--- src/design/pke_defs.svh ---
`ifndef PKE_DEFS_SVH
`define PKE_DEFS_SVH

// Register byte offsets on the plain register port
`define PKE_OFS_CONTROL      8'h00
`define PKE_OFS_STATUS       8'h04
`define PKE_OFS_COMMAND      8'h08

// Launch control register layout
`define PKE_CTL_LAUNCH       0

// Result status register layout
`define PKE_ST_BUSY          16
`define PKE_ST_PRIME         12
`define PKE_ST_NOINV         11
`define PKE_ST_COEFF         10
`define PKE_ST_SIGREJ        9
`define PKE_ST_ORDER         7
`define PKE_ST_COORD         6
`define PKE_ST_INFTY         5
`define PKE_ST_OFFCRV        4
`define PKE_ST_FAIL_MSB      3
`define PKE_ST_FAIL_LSB      0

// Reset values and writable masks
`define PKE_CONTROL_RST      32'h0000_0000
`define PKE_STATUS_RST       32'h0000_0000
`define PKE_COMMAND_RST      32'h0000_0000
`define PKE_COMMAND_MASK     32'he000_ffff

// Operation group codes, opcode bits 6:4
`define PKE_GRP_PRIM         3'h0
`define PKE_GRP_RSA          3'h1
`define PKE_GRP_ECC          3'h2
`define PKE_GRP_ECDSA        3'h3

// Low nibble codes, opcode bits 3:0
`define PKE_LO_INV_ODD       4'h6
`define PKE_LO_INV_EVEN      4'h9
`define PKE_LO_CHK_AB        4'h3
`define PKE_LO_CHK_N         4'h4
`define PKE_LO_CHK_CPL       4'h5
`define PKE_LO_CHK_POC       4'h6
`define PKE_LO_ED_CHKVALID   4'hb
`define PKE_LO_ED_POC        4'hc
`define PKE_LO_DSA_GEN       4'h9
`define PKE_LO_DSA_VER       4'ha
`define PKE_LO_ECDSA_GEN     4'h0
`define PKE_LO_ECDSA_VER     4'h1

`endif

--- src/design/pke_pkg.sv ---
package pke_pkg;

  // Front end sequencing states
  typedef enum logic {
    pke_idle,
    pke_run
  } pke_state_e;

  typedef logic [6:0] pke_opcode_t;
  typedef logic [3:0] pke_fail_t;

endpackage

--- src/design/pke_op_decode.sv ---
`timescale 1ns/1ps
`default_nettype none
`include "pke_defs.svh"

module pke_op_decode (
  input  wire pke_pkg::pke_opcode_t op,
  output logic                      upd_noinv,
  output logic                      upd_coeff,
  output logic                      upd_sig,
  output logic                      upd_order,
  output logic                      upd_coord,
  output logic                      upd_infty,
  output logic                      upd_offcrv
);

  // Match a group and a low nibble in one place
  function automatic logic op_is(input logic [6:0] o,
                                 input logic [2:0] g,
                                 input logic [3:0] l);
    op_is = (o[6:4] == g) && (o[3:0] == l);
  endfunction

  wire logic grp_ecc;
  wire logic grp_ecdsa;

  assign grp_ecc   = (op[6:4] == `PKE_GRP_ECC);
  assign grp_ecdsa = (op[6:4] == `PKE_GRP_ECDSA);

  // Which result flags each command is allowed to rewrite
  assign upd_noinv  = op_is(op, `PKE_GRP_PRIM, `PKE_LO_INV_ODD)
                    | op_is(op, `PKE_GRP_PRIM, `PKE_LO_INV_EVEN);
  assign upd_coeff  = op_is(op, `PKE_GRP_ECC, `PKE_LO_CHK_AB);
  assign upd_order  = op_is(op, `PKE_GRP_ECC, `PKE_LO_CHK_N);
  assign upd_coord  = op_is(op, `PKE_GRP_ECC, `PKE_LO_CHK_CPL);
  // Ed25519 on-curve check also reports through the off-curve flag
  assign upd_offcrv = op_is(op, `PKE_GRP_ECC, `PKE_LO_CHK_POC)
                    | op_is(op, `PKE_GRP_ECC, `PKE_LO_ED_POC);
  assign upd_sig    = op_is(op, `PKE_GRP_ECDSA, `PKE_LO_ECDSA_GEN)
                    | op_is(op, `PKE_GRP_ECDSA, `PKE_LO_ECDSA_VER)
                    | op_is(op, `PKE_GRP_RSA, `PKE_LO_DSA_GEN)
                    | op_is(op, `PKE_GRP_RSA, `PKE_LO_DSA_VER)
                    | op_is(op, `PKE_GRP_ECC, `PKE_LO_ED_CHKVALID);
  // Every curve operation rewrites the infinity flag
  assign upd_infty  = grp_ecc | grp_ecdsa;

endmodule // pke_op_decode

`default_nettype wire

--- src/design/pke_result_flags.sv ---
`timescale 1ns/1ps
`default_nettype none
`include "pke_defs.svh"

module pke_result_flags (
  input  wire logic                clk,
  input  wire logic                rstn,
  input  wire logic                done,
  input  wire logic                upd_prime,
  input  wire logic                upd_noinv,
  input  wire logic                upd_coeff,
  input  wire logic                upd_sig,
  input  wire logic                upd_order,
  input  wire logic                upd_coord,
  input  wire logic                upd_infty,
  input  wire logic                upd_offcrv,
  input  wire logic                res_composite,
  input  wire logic                res_no_inverse,
  input  wire logic                res_coeff_bad,
  input  wire logic                res_sig_reject,
  input  wire logic                res_order_bad,
  input  wire logic                res_coord_bad,
  input  wire logic                res_infinity,
  input  wire logic                res_off_curve,
  input  wire pke_pkg::pke_fail_t  res_fail_addr,
  input  wire logic                sw_wr,
  input  wire logic [7:0]          sw_wdata,
  output logic [15:0]              flags
);

  logic              prime_r;
  logic              noinv_r;
  logic              coeff_r;
  logic              sig_r;
  logic [7:0]        low_r;
  logic [7:0]        low_sw;
  logic [7:0]        low_nxt;
  wire  logic        fail_hit;

  // The engine moves the fail location only when a point really failed
  assign fail_hit = (upd_offcrv & res_off_curve)
                  | (upd_coord & res_coord_bad)
                  | (upd_infty & res_infinity);

  // Software write first, then the engine's update on top of it
  always_comb begin
    low_sw  = sw_wr ? sw_wdata : low_r;
    low_nxt = low_sw;
    if (done && upd_order) low_nxt[`PKE_ST_ORDER] = res_order_bad;
    if (done && upd_coord) low_nxt[`PKE_ST_COORD] = res_coord_bad;
    if (done && upd_infty) low_nxt[`PKE_ST_INFTY] = res_infinity;
    if (done && upd_offcrv) begin
      low_nxt[`PKE_ST_OFFCRV] = res_off_curve;
    end
    if (done && fail_hit) begin
      low_nxt[`PKE_ST_FAIL_MSB:`PKE_ST_FAIL_LSB] = res_fail_addr;
    end
  end

  // Flags hold until a command that owns them completes; bits 7:0 also take software status writes
  always_ff @(posedge clk) begin
    if (!rstn) begin
      prime_r <= 1'b0;
      noinv_r <= 1'b0;
      coeff_r <= 1'b0;
      sig_r   <= 1'b0;
      low_r   <= 8'h00;
    end else begin
      if (done && upd_prime) prime_r <= res_composite;
      if (done && upd_noinv) noinv_r <= res_no_inverse;
      if (done && upd_coeff) coeff_r <= res_coeff_bad;
      if (done && upd_sig)   sig_r   <= res_sig_reject;
      low_r <= low_nxt;
    end
  end

  // Bits 15:13 and 8 stay zero
  assign flags = {3'h0, prime_r, noinv_r, coeff_r, sig_r, 1'b0, low_r};

endmodule // pke_result_flags

`default_nettype wire

--- src/design/pke_launch_ctrl.sv ---
// Contract
// Software launches only after all operands sit in shared memory.
// Launch bit is control bit 0, active high, sampled on rising edge.
// Launch starts the operation held in the command register.
// Launch while busy is ignored; nothing restarts or queues.
// Hardware clears the launch bit when the operation completes.
// Status bit 16 busy is high while processing, low when finished.
// Status bit 12 after primality test: 0 probably prime, 1 composite.
// Status bit 11 set when inversion (nibble 6 or 9) has no inverse.
// Status bit 10 set after AB check when curve coefficients invalid.
// Status bit 9 set after signature commands when signature rejected.
// Status bit 7 set after n check when order parameter invalid.
// Status bit 6 set after couple check when x,y not below prime.
// Status bit 5 set after any curve operation giving infinity.
// Status bit 4 set after on-curve check when point is off curve.
// Status bits 3:0 hold address of the last failing point.
// Control bits 31:1 read as zero.
// Status bits 31:17 read as zero.
// Primitive group nibble 6 selects inversion for odd modulus.
// Curve group nibbles 3,4,5,6 select AB, n, couple, on-curve checks.
// Busy rises on the same edge that accepts a launch.
// Result flags hold until their next updating command; reset zero. Here status bits 7:0 also change on a software status write.
//
// Design decisions made here: strobed register access and the register addresses.
`timescale 1ns/1ps
`default_nettype none
`include "pke_defs.svh"

module pke_launch_ctrl #(
  parameter int ADDR_W = 8
) (
  input  wire logic                 clk,
  input  wire logic                 rstn,
  input  wire logic [ADDR_W-1:0]    reg_addr,
  input  wire logic [31:0]          reg_wdata,
  input  wire logic                 reg_wr,
  input  wire logic                 reg_rd,
  output logic [31:0]               reg_rdata,
  output logic                      eng_launch,
  output logic [31:0]               eng_command,
  output logic                      engine_busy,
  input  wire logic                 eng_done,
  input  wire logic                 res_prime_valid,
  input  wire logic                 res_composite,
  input  wire logic                 res_no_inverse,
  input  wire logic                 res_coeff_bad,
  input  wire logic                 res_sig_reject,
  input  wire logic                 res_order_bad,
  input  wire logic                 res_coord_bad,
  input  wire logic                 res_infinity,
  input  wire logic                 res_off_curve,
  input  wire pke_pkg::pke_fail_t   res_fail_addr
);

  pke_pkg::pke_state_e   state_r;
  pke_pkg::pke_state_e   state_nxt;
  pke_pkg::pke_opcode_t  run_op_r;
  logic                  launch_bit_r;
  logic                  busy_r;
  logic                  launch_pulse_r;
  logic [31:0]           command_r;
  logic [31:0]           rdata_r;
  logic [15:0]           flags;

  wire logic             sel_control;
  wire logic             sel_status;
  wire logic             sel_command;
  wire logic             wr_control;
  wire logic             wr_status;
  wire logic             wr_command;
  wire logic             launch_req;
  wire logic             accept;
  wire logic             finish;
  wire logic [31:0]      control_view;
  wire logic [31:0]      status_view;
  wire logic [31:0]      rd_mux;
  wire logic             upd_noinv;
  wire logic             upd_coeff;
  wire logic             upd_sig;
  wire logic             upd_order;
  wire logic             upd_coord;
  wire logic             upd_infty;
  wire logic             upd_offcrv;

  // Compare a bus address against one register offset
  function automatic logic hit(input logic [ADDR_W-1:0] a,
                               input logic [7:0] ofs);
    hit = (a == ADDR_W'(ofs));
  endfunction

  // Address decode
  assign sel_control = hit(reg_addr, `PKE_OFS_CONTROL);
  assign sel_status  = hit(reg_addr, `PKE_OFS_STATUS);
  assign sel_command = hit(reg_addr, `PKE_OFS_COMMAND);
  assign wr_control  = reg_wr & sel_control;
  assign wr_status   = reg_wr & sel_status;
  assign wr_command  = reg_wr & sel_command;

  // A launch is a write of one to bit 0; taken only when idle
  assign launch_req = wr_control & reg_wdata[`PKE_CTL_LAUNCH];
  assign accept     = launch_req & (state_r == pke_pkg::pke_idle);
  // Completion only counts while an operation is in flight
  assign finish     = eng_done & (state_r == pke_pkg::pke_run);

  // Sequencer: idle until accepted, run until the datapath is done
  always_comb begin
    state_nxt = state_r;
    unique case (state_r)
      pke_pkg::pke_idle: begin
        if (accept) state_nxt = pke_pkg::pke_run;
      end
      pke_pkg::pke_run: begin
        if (eng_done) state_nxt = pke_pkg::pke_idle;
      end
    endcase
  end

  // State, launch bit and busy move together so they never disagree
  always_ff @(posedge clk) begin
    if (!rstn) begin
      state_r      <= pke_pkg::pke_idle;
      launch_bit_r <= 1'b0;
      busy_r       <= 1'b0;
    end else begin
      state_r <= state_nxt;
      if (accept) begin
        launch_bit_r <= 1'b1;
        busy_r       <= 1'b1;
      end else if (finish) begin
        launch_bit_r <= 1'b0;
        busy_r       <= 1'b0;
      end
    end
  end

  // Opcode is frozen at launch so later command writes cannot
  // change which flags the finishing operation rewrites
  always_ff @(posedge clk) begin
    if (!rstn) begin
      run_op_r       <= 7'h00;
      launch_pulse_r <= 1'b0;
    end else begin
      launch_pulse_r <= accept;
      if (accept) run_op_r <= command_r[6:0];
    end
  end

  // Command register; unimplemented bits never store
  always_ff @(posedge clk) begin
    if (!rstn) begin
      command_r <= `PKE_COMMAND_RST;
    end else if (wr_command) begin
      command_r <= reg_wdata & `PKE_COMMAND_MASK;
    end
  end

  // Map completion onto per-flag update enables
  pke_op_decode u_decode (
    .op         (run_op_r),
    .upd_noinv  (upd_noinv),
    .upd_coeff  (upd_coeff),
    .upd_sig    (upd_sig),
    .upd_order  (upd_order),
    .upd_coord  (upd_coord),
    .upd_infty  (upd_infty),
    .upd_offcrv (upd_offcrv)
  );

  // Result flags; a completing update beats a same-cycle software write
  pke_result_flags u_flags (
    .clk            (clk),
    .rstn           (rstn),
    .done           (finish),
    .upd_prime      (res_prime_valid),
    .upd_noinv      (upd_noinv),
    .upd_coeff      (upd_coeff),
    .upd_sig        (upd_sig),
    .upd_order      (upd_order),
    .upd_coord      (upd_coord),
    .upd_infty      (upd_infty),
    .upd_offcrv     (upd_offcrv),
    .res_composite  (res_composite),
    .res_no_inverse (res_no_inverse),
    .res_coeff_bad  (res_coeff_bad),
    .res_sig_reject (res_sig_reject),
    .res_order_bad  (res_order_bad),
    .res_coord_bad  (res_coord_bad),
    .res_infinity   (res_infinity),
    .res_off_curve  (res_off_curve),
    .res_fail_addr  (res_fail_addr),
    .sw_wr          (wr_status),
    .sw_wdata       (reg_wdata[7:0]),
    .flags          (flags)
  );

  // Read views with unimplemented bits tied low
  assign control_view = {31'h0, launch_bit_r};
  assign status_view  = {15'h0, busy_r, flags};

  // Unmapped addresses read as zero
  assign rd_mux = sel_control ? control_view :
                  sel_status  ? status_view  :
                  sel_command ? command_r    : 32'h0000_0000;

  // Read data stand only in the cycle after the strobe
  always_ff @(posedge clk) begin
    if (!rstn) begin
      rdata_r <= 32'h0000_0000;
    end else begin
      rdata_r <= reg_rd ? rd_mux : 32'h0000_0000;
    end
  end

  assign reg_rdata   = rdata_r;
  assign eng_launch  = launch_pulse_r;
  assign eng_command = command_r;
  assign engine_busy = busy_r;

endmodule // pke_launch_ctrl

`default_nettype wire

--- config.mk ---
export PLATFORM = sky130hd
export DESIGN_NAME = pke_launch_ctrl
export DESIGN_NICKNAME = d
export VERILOG_FILES = /design/src/design/pke_pkg.sv /design/src/design/pke_op_decode.sv /design/src/design/pke_result_flags.sv /design/src/design/pke_launch_ctrl.sv
export VERILOG_INCLUDE_DIRS = /design/src /design/src/design
export SDC_FILE = /design/constraint.sdc
export NUM_CORES = 1
export LEC_CHECK = 0
export ABC_AREA = 1
export BUFFER_PORTS_ARGS = -buffer_cell sky130_fd_sc_hd__buf_2
export CAP_MARGIN = 20
export CORE_AREA = 2 2 68 95
export DETAILED_ROUTE_END_ITERATION = 8
export DIE_AREA = 0 0 70 97
export HOLD_SLACK_MARGIN = 0.06
export PLACE_DENSITY = 0.78
export SYNTH_ARGS = -nofsm -noshare
export SYNTH_HDL_FRONTEND = slang
export SYNTH_SLANG_ARGS = --single-unit
--- constraint.sdc ---
create_clock -name clk -period 1.5 [get_ports clk]
set_input_delay 0.075 -clock clk [delete_from_list [all_inputs] [get_ports clk]]
set_output_delay 0.075 -clock clk [all_outputs]
set_load 0.02 [all_outputs]
==> qor.json <==
{
  "filler_cell_count": 536,
  "grtUsageTotal": 0.2145,
  "design.core.area_sq_um": 5863,
  "crit_path_max_incr_delay_ns": 0.32,
  "number_of_buffers_added_for_setup_after_cts": 0,
  "worstReg2RegStart": "run_op_r[4]",
  "drt-initial-drc-count": 83,
  "layout_setup_ws_ns": 0.1105,
  "p_int_mw": 2.338,
  "route.antenna.remaining_nets": 0,
  "vias_per_cell": 4.967,
  "status": "complete, no violations",
  "worst_setup_hold_path_clk_slew_ns": 0.06,
  "hold_start": "res_fail_addr[2]",
  "cts_htree_levels": 3,
  "layout_skew_ns": 0.007131,
  "fin_nets": 526,
  "placement.setup.worst_slack_ns": 0.04521,
  "critical-path-slowest-cell": "dfxtp_1",
  "ir_worst_vdd_mv": 0.4236,
  "initial_core_util": 0.4609,
  "cp_cell_sequence": "inv_1 > nand2_1 > nor3_4 > buf_4 > nand2_1 > nand2_1 > o21ai_0 > a21oi_1 > nor2_1",
  "setup.reg_to_reg.worst_slack_ns": 0.11,
  "cellLeakagePower_nw": 1.664,
  "setup_viol_count_final": 0,
  "detailed_place_hpwl_mm": 4.841,
  "power_per_cell_area_nw_per_um2": 860.3,
  "io_pins": 124,
  "critical_path.startpoint": "run_op_r[4]",
  "maxCapViolations": 0,
  "cts.path.max_buffers": 2,
  "synth_sequential_area_ratio": 0.4519,
  "detail_routed_net_length_per_standard_cell_um": 13.24,
  "rows": 33,
  "pwr-share-comb": 0.087,
  "seq_area_sq_um": 1222,
  "grt_start_max_net_pins": 29,
  "globalplace.congestion": 0.8065,
  "globalRoute.totalOverflow": 0,
  "min_period_over_period": 0.9263,
  "share_seq_of_total_power": 0.528,
  "most-common-layout-cells": "buf_2 (85), dfxtp_1 (60), nand2_1 (46)",
  "synth_top_cell_by_area": "dfxtp_1",
  "syn-mean-instance-area_sq_um": 7.766,
  "io_buffer_count": 85,
  "detailed_router_iteration_count_before_antenna_repair": 4,
  "detailroute.via_count": 2682,
  "layout.cells.most_common": "buf_2",
  "fp.dieW_um": 70,
  "synthesis.area_sq_um": 2703,
  "synth_largest_type_area_fraction": 0.4519,
  "timing_worst_setup_path_type": "reg2reg",
  "final_report_max_slew_violation_count": 0,
  "critical_path_peak_fanout": 5,
  "wl_met2_mm": 3.728,
  "cts_tree": "done",
  "flow.area_growth_from_synthesis_pct": 32.31,
  "power.share.clock": 0.385,
  "postSynthRegisterBits": 61,
  "worst_hold_path_type": "in2reg",
  "route.final.wire_length_mm": 7.148,
  "multiInputGateArea_sq_um": 1197,
  "worst_hold_slack_ns": 0.07418,
  "route.met3.wl_um": 523,
  "cp-end-kind": "flop",
  "worst_path_dominant_cell_family": "simple AND/OR/NAND/NOR gates",
  "cts.sinks": 61,
  "cp_data_arrival_time_ns": 1.62,
  "fmax_ghz": 0.7197,
  "synth_cells": 348,
  "die_h_um": 97,
  "final_area_sq_um": 3576,
  "critPathBufInv": 2,
  "drive_gt1_frac": 0.2979,
  "grt_first_pass_wirelength_mm": 11.47,
  "cp_data_required_time_ns": 1.73,
  "worstSkewPairLatency_ns": 0.34,
  "power.total_mw": 3.076,
  "antenna_violations_before_repair": 0,
  "diodes": 0,
  "synth_cell_type_count": 32,
  "root_buffer": "clkbuf_8",
  "layout_min_cycle_time_ns": 1.389,
  "yosys_warnings": 0,
  "die_area_sq_um": 6790,
  "critPathMostFrequentCell": "nand2_1",
  "grt_setup_unrepaired": "true",
  "cts_made_buffers": 9,
  "dr.max_layer_used": "met4",
  "power.share.switching": 0.2399,
  "yosys-top-cells-area": "dfxtp_1 (45%), buf_4 (6.9%), nand2_1 (6.8%)",
  "power.net_switching_mw": 0.7382,
  "placed_cell_area_sq_um": 3139,
  "remaining_drcs": 0,
  "crit_path_start_kind": "flop",
  "final_hold_violations": 0,
  "m1WireLength_mm": 2.756,
  "first_global_vias": 2563
}
==> cell type report <==
type | instances | share of cell area
clock buffers | 10 | 0.03849
clock inverters | 3 | 0.004199
well taps | 70 | 0.02449
inverters | 36 | 0.03779
repair buffers | 122 | 0.2183
multi-input cells | 238 | 0.3348
flip-flops and latches | 61 | 0.3418
==> metrics by stage <==
step	setup TNS (ns)	util	std cells
after floorplan	0	-	372
after global placement	0	0.5354	501
after global routing	-0.02640	0.6099	540
after detailed placement	0	0.5354	501
after CTS	0	0.6058	540
final	0	0.6099	540
==> per-layer routing <==
metal | global-route usage | up-vias
li1 | - | 1344
met1 | 0.2243 | 1211
met2 | 0.3861 | 114
met3 | 0.05313 | 13
met4 | 0.1154 | 0
met5 | 0 | -
==> power groups by stage <==
stage | clock (mW) | sequential [mW] | combinational (mW)
floorplan | 0 | 1.66 | 0.172
global placement | 0 | 1.66 | 0.208
detailed placement | 0 | 1.66 | 0.210
CTS | 1.21 | 1.62 | 0.263
global route | 1.28 | 1.62 | 0.292
finish | 1.18 | 1.62 | 0.269
==> worst paths after layout <==
| check | cells after the start | to |
|---|---|---|
| hold / removal | 5 | u_flags.low_r[2] |
| setup / recovery | 9 | u_flags.low_r[6] |
| hold reg to reg | 2 | reg_rdata[15] |
| setup reg to reg | 9 | u_flags.low_r[6] |
==> cells by family after synthesis <==
| logic type | synth area share |
|---|---|
| and+or+nand+nor | 0.2454 |
| AOI/OAI and AO/OA | 0.1505 |
| buffers and inverters | 0.1468 |
| DFF | 0.4519 |
| muxes | 0.004166 |
| other | 0.001388 |
==> worst register-to-register path, stage by stage, from the launching register on <==
cell     delay, ns
dfxtp_1       0.32
inv_1         0.09
nand2_1       0.13
nor3_4        0.21
buf_4         0.17
nand2_1       0.08
nand2_1       0.06
o21ai_0       0.07
a21oi_1       0.12
nor2_1        0.05
==> cells in the mapped netlist <==
master    number
a21oi_1       36
a21oi_2        2
a31oi_1        1
buf_1          1
buf_2          5
buf_4         25
buf_6          3
clkbuf_1       3
clkinv_1       1
conb_1         1
dfxtp_1       61
inv_1         33
inv_2          2
mux2_2         1
nand2_1       49
nand2_2        6
nand2_4        1
nand3_1       30
nand3_2        1
nand3b_1       1
nand4_1       10
nor2_1        28
nor2_2         2
nor3_1         2
nor3_4         2
nor4_1         1
nor4_2         1
nor4_4         1
o211ai_1       2
o21ai_0       18
o21ai_1       16
o21ai_2        2
==> repair_timing <==
action / 4_1_cts / 5_1_grt
endpoints found under the hold margin: 25 / 0
setup endpoints to repair: 0 / 7
resized for setup: 0 / 12
hold buffers: 26 / 0
==> state kept, by name, summed over array words and instances, names as in the netlist <==
| name | flops |
|---|---|
| reg_rdata | 20 |
| u_flags.sig_r | 1 |
| run_op_r | 7 |
| state_r | 1 |
| u_flags.noinv_r | 1 |
| eng_launch | 1 |
| u_flags.low_r | 8 |
| engine_busy | 1 |
| u_flags.coeff_r | 1 |
| eng_command | 19 |
| u_flags.prime_r | 1 |
Power figures use the tool's default switching activity.
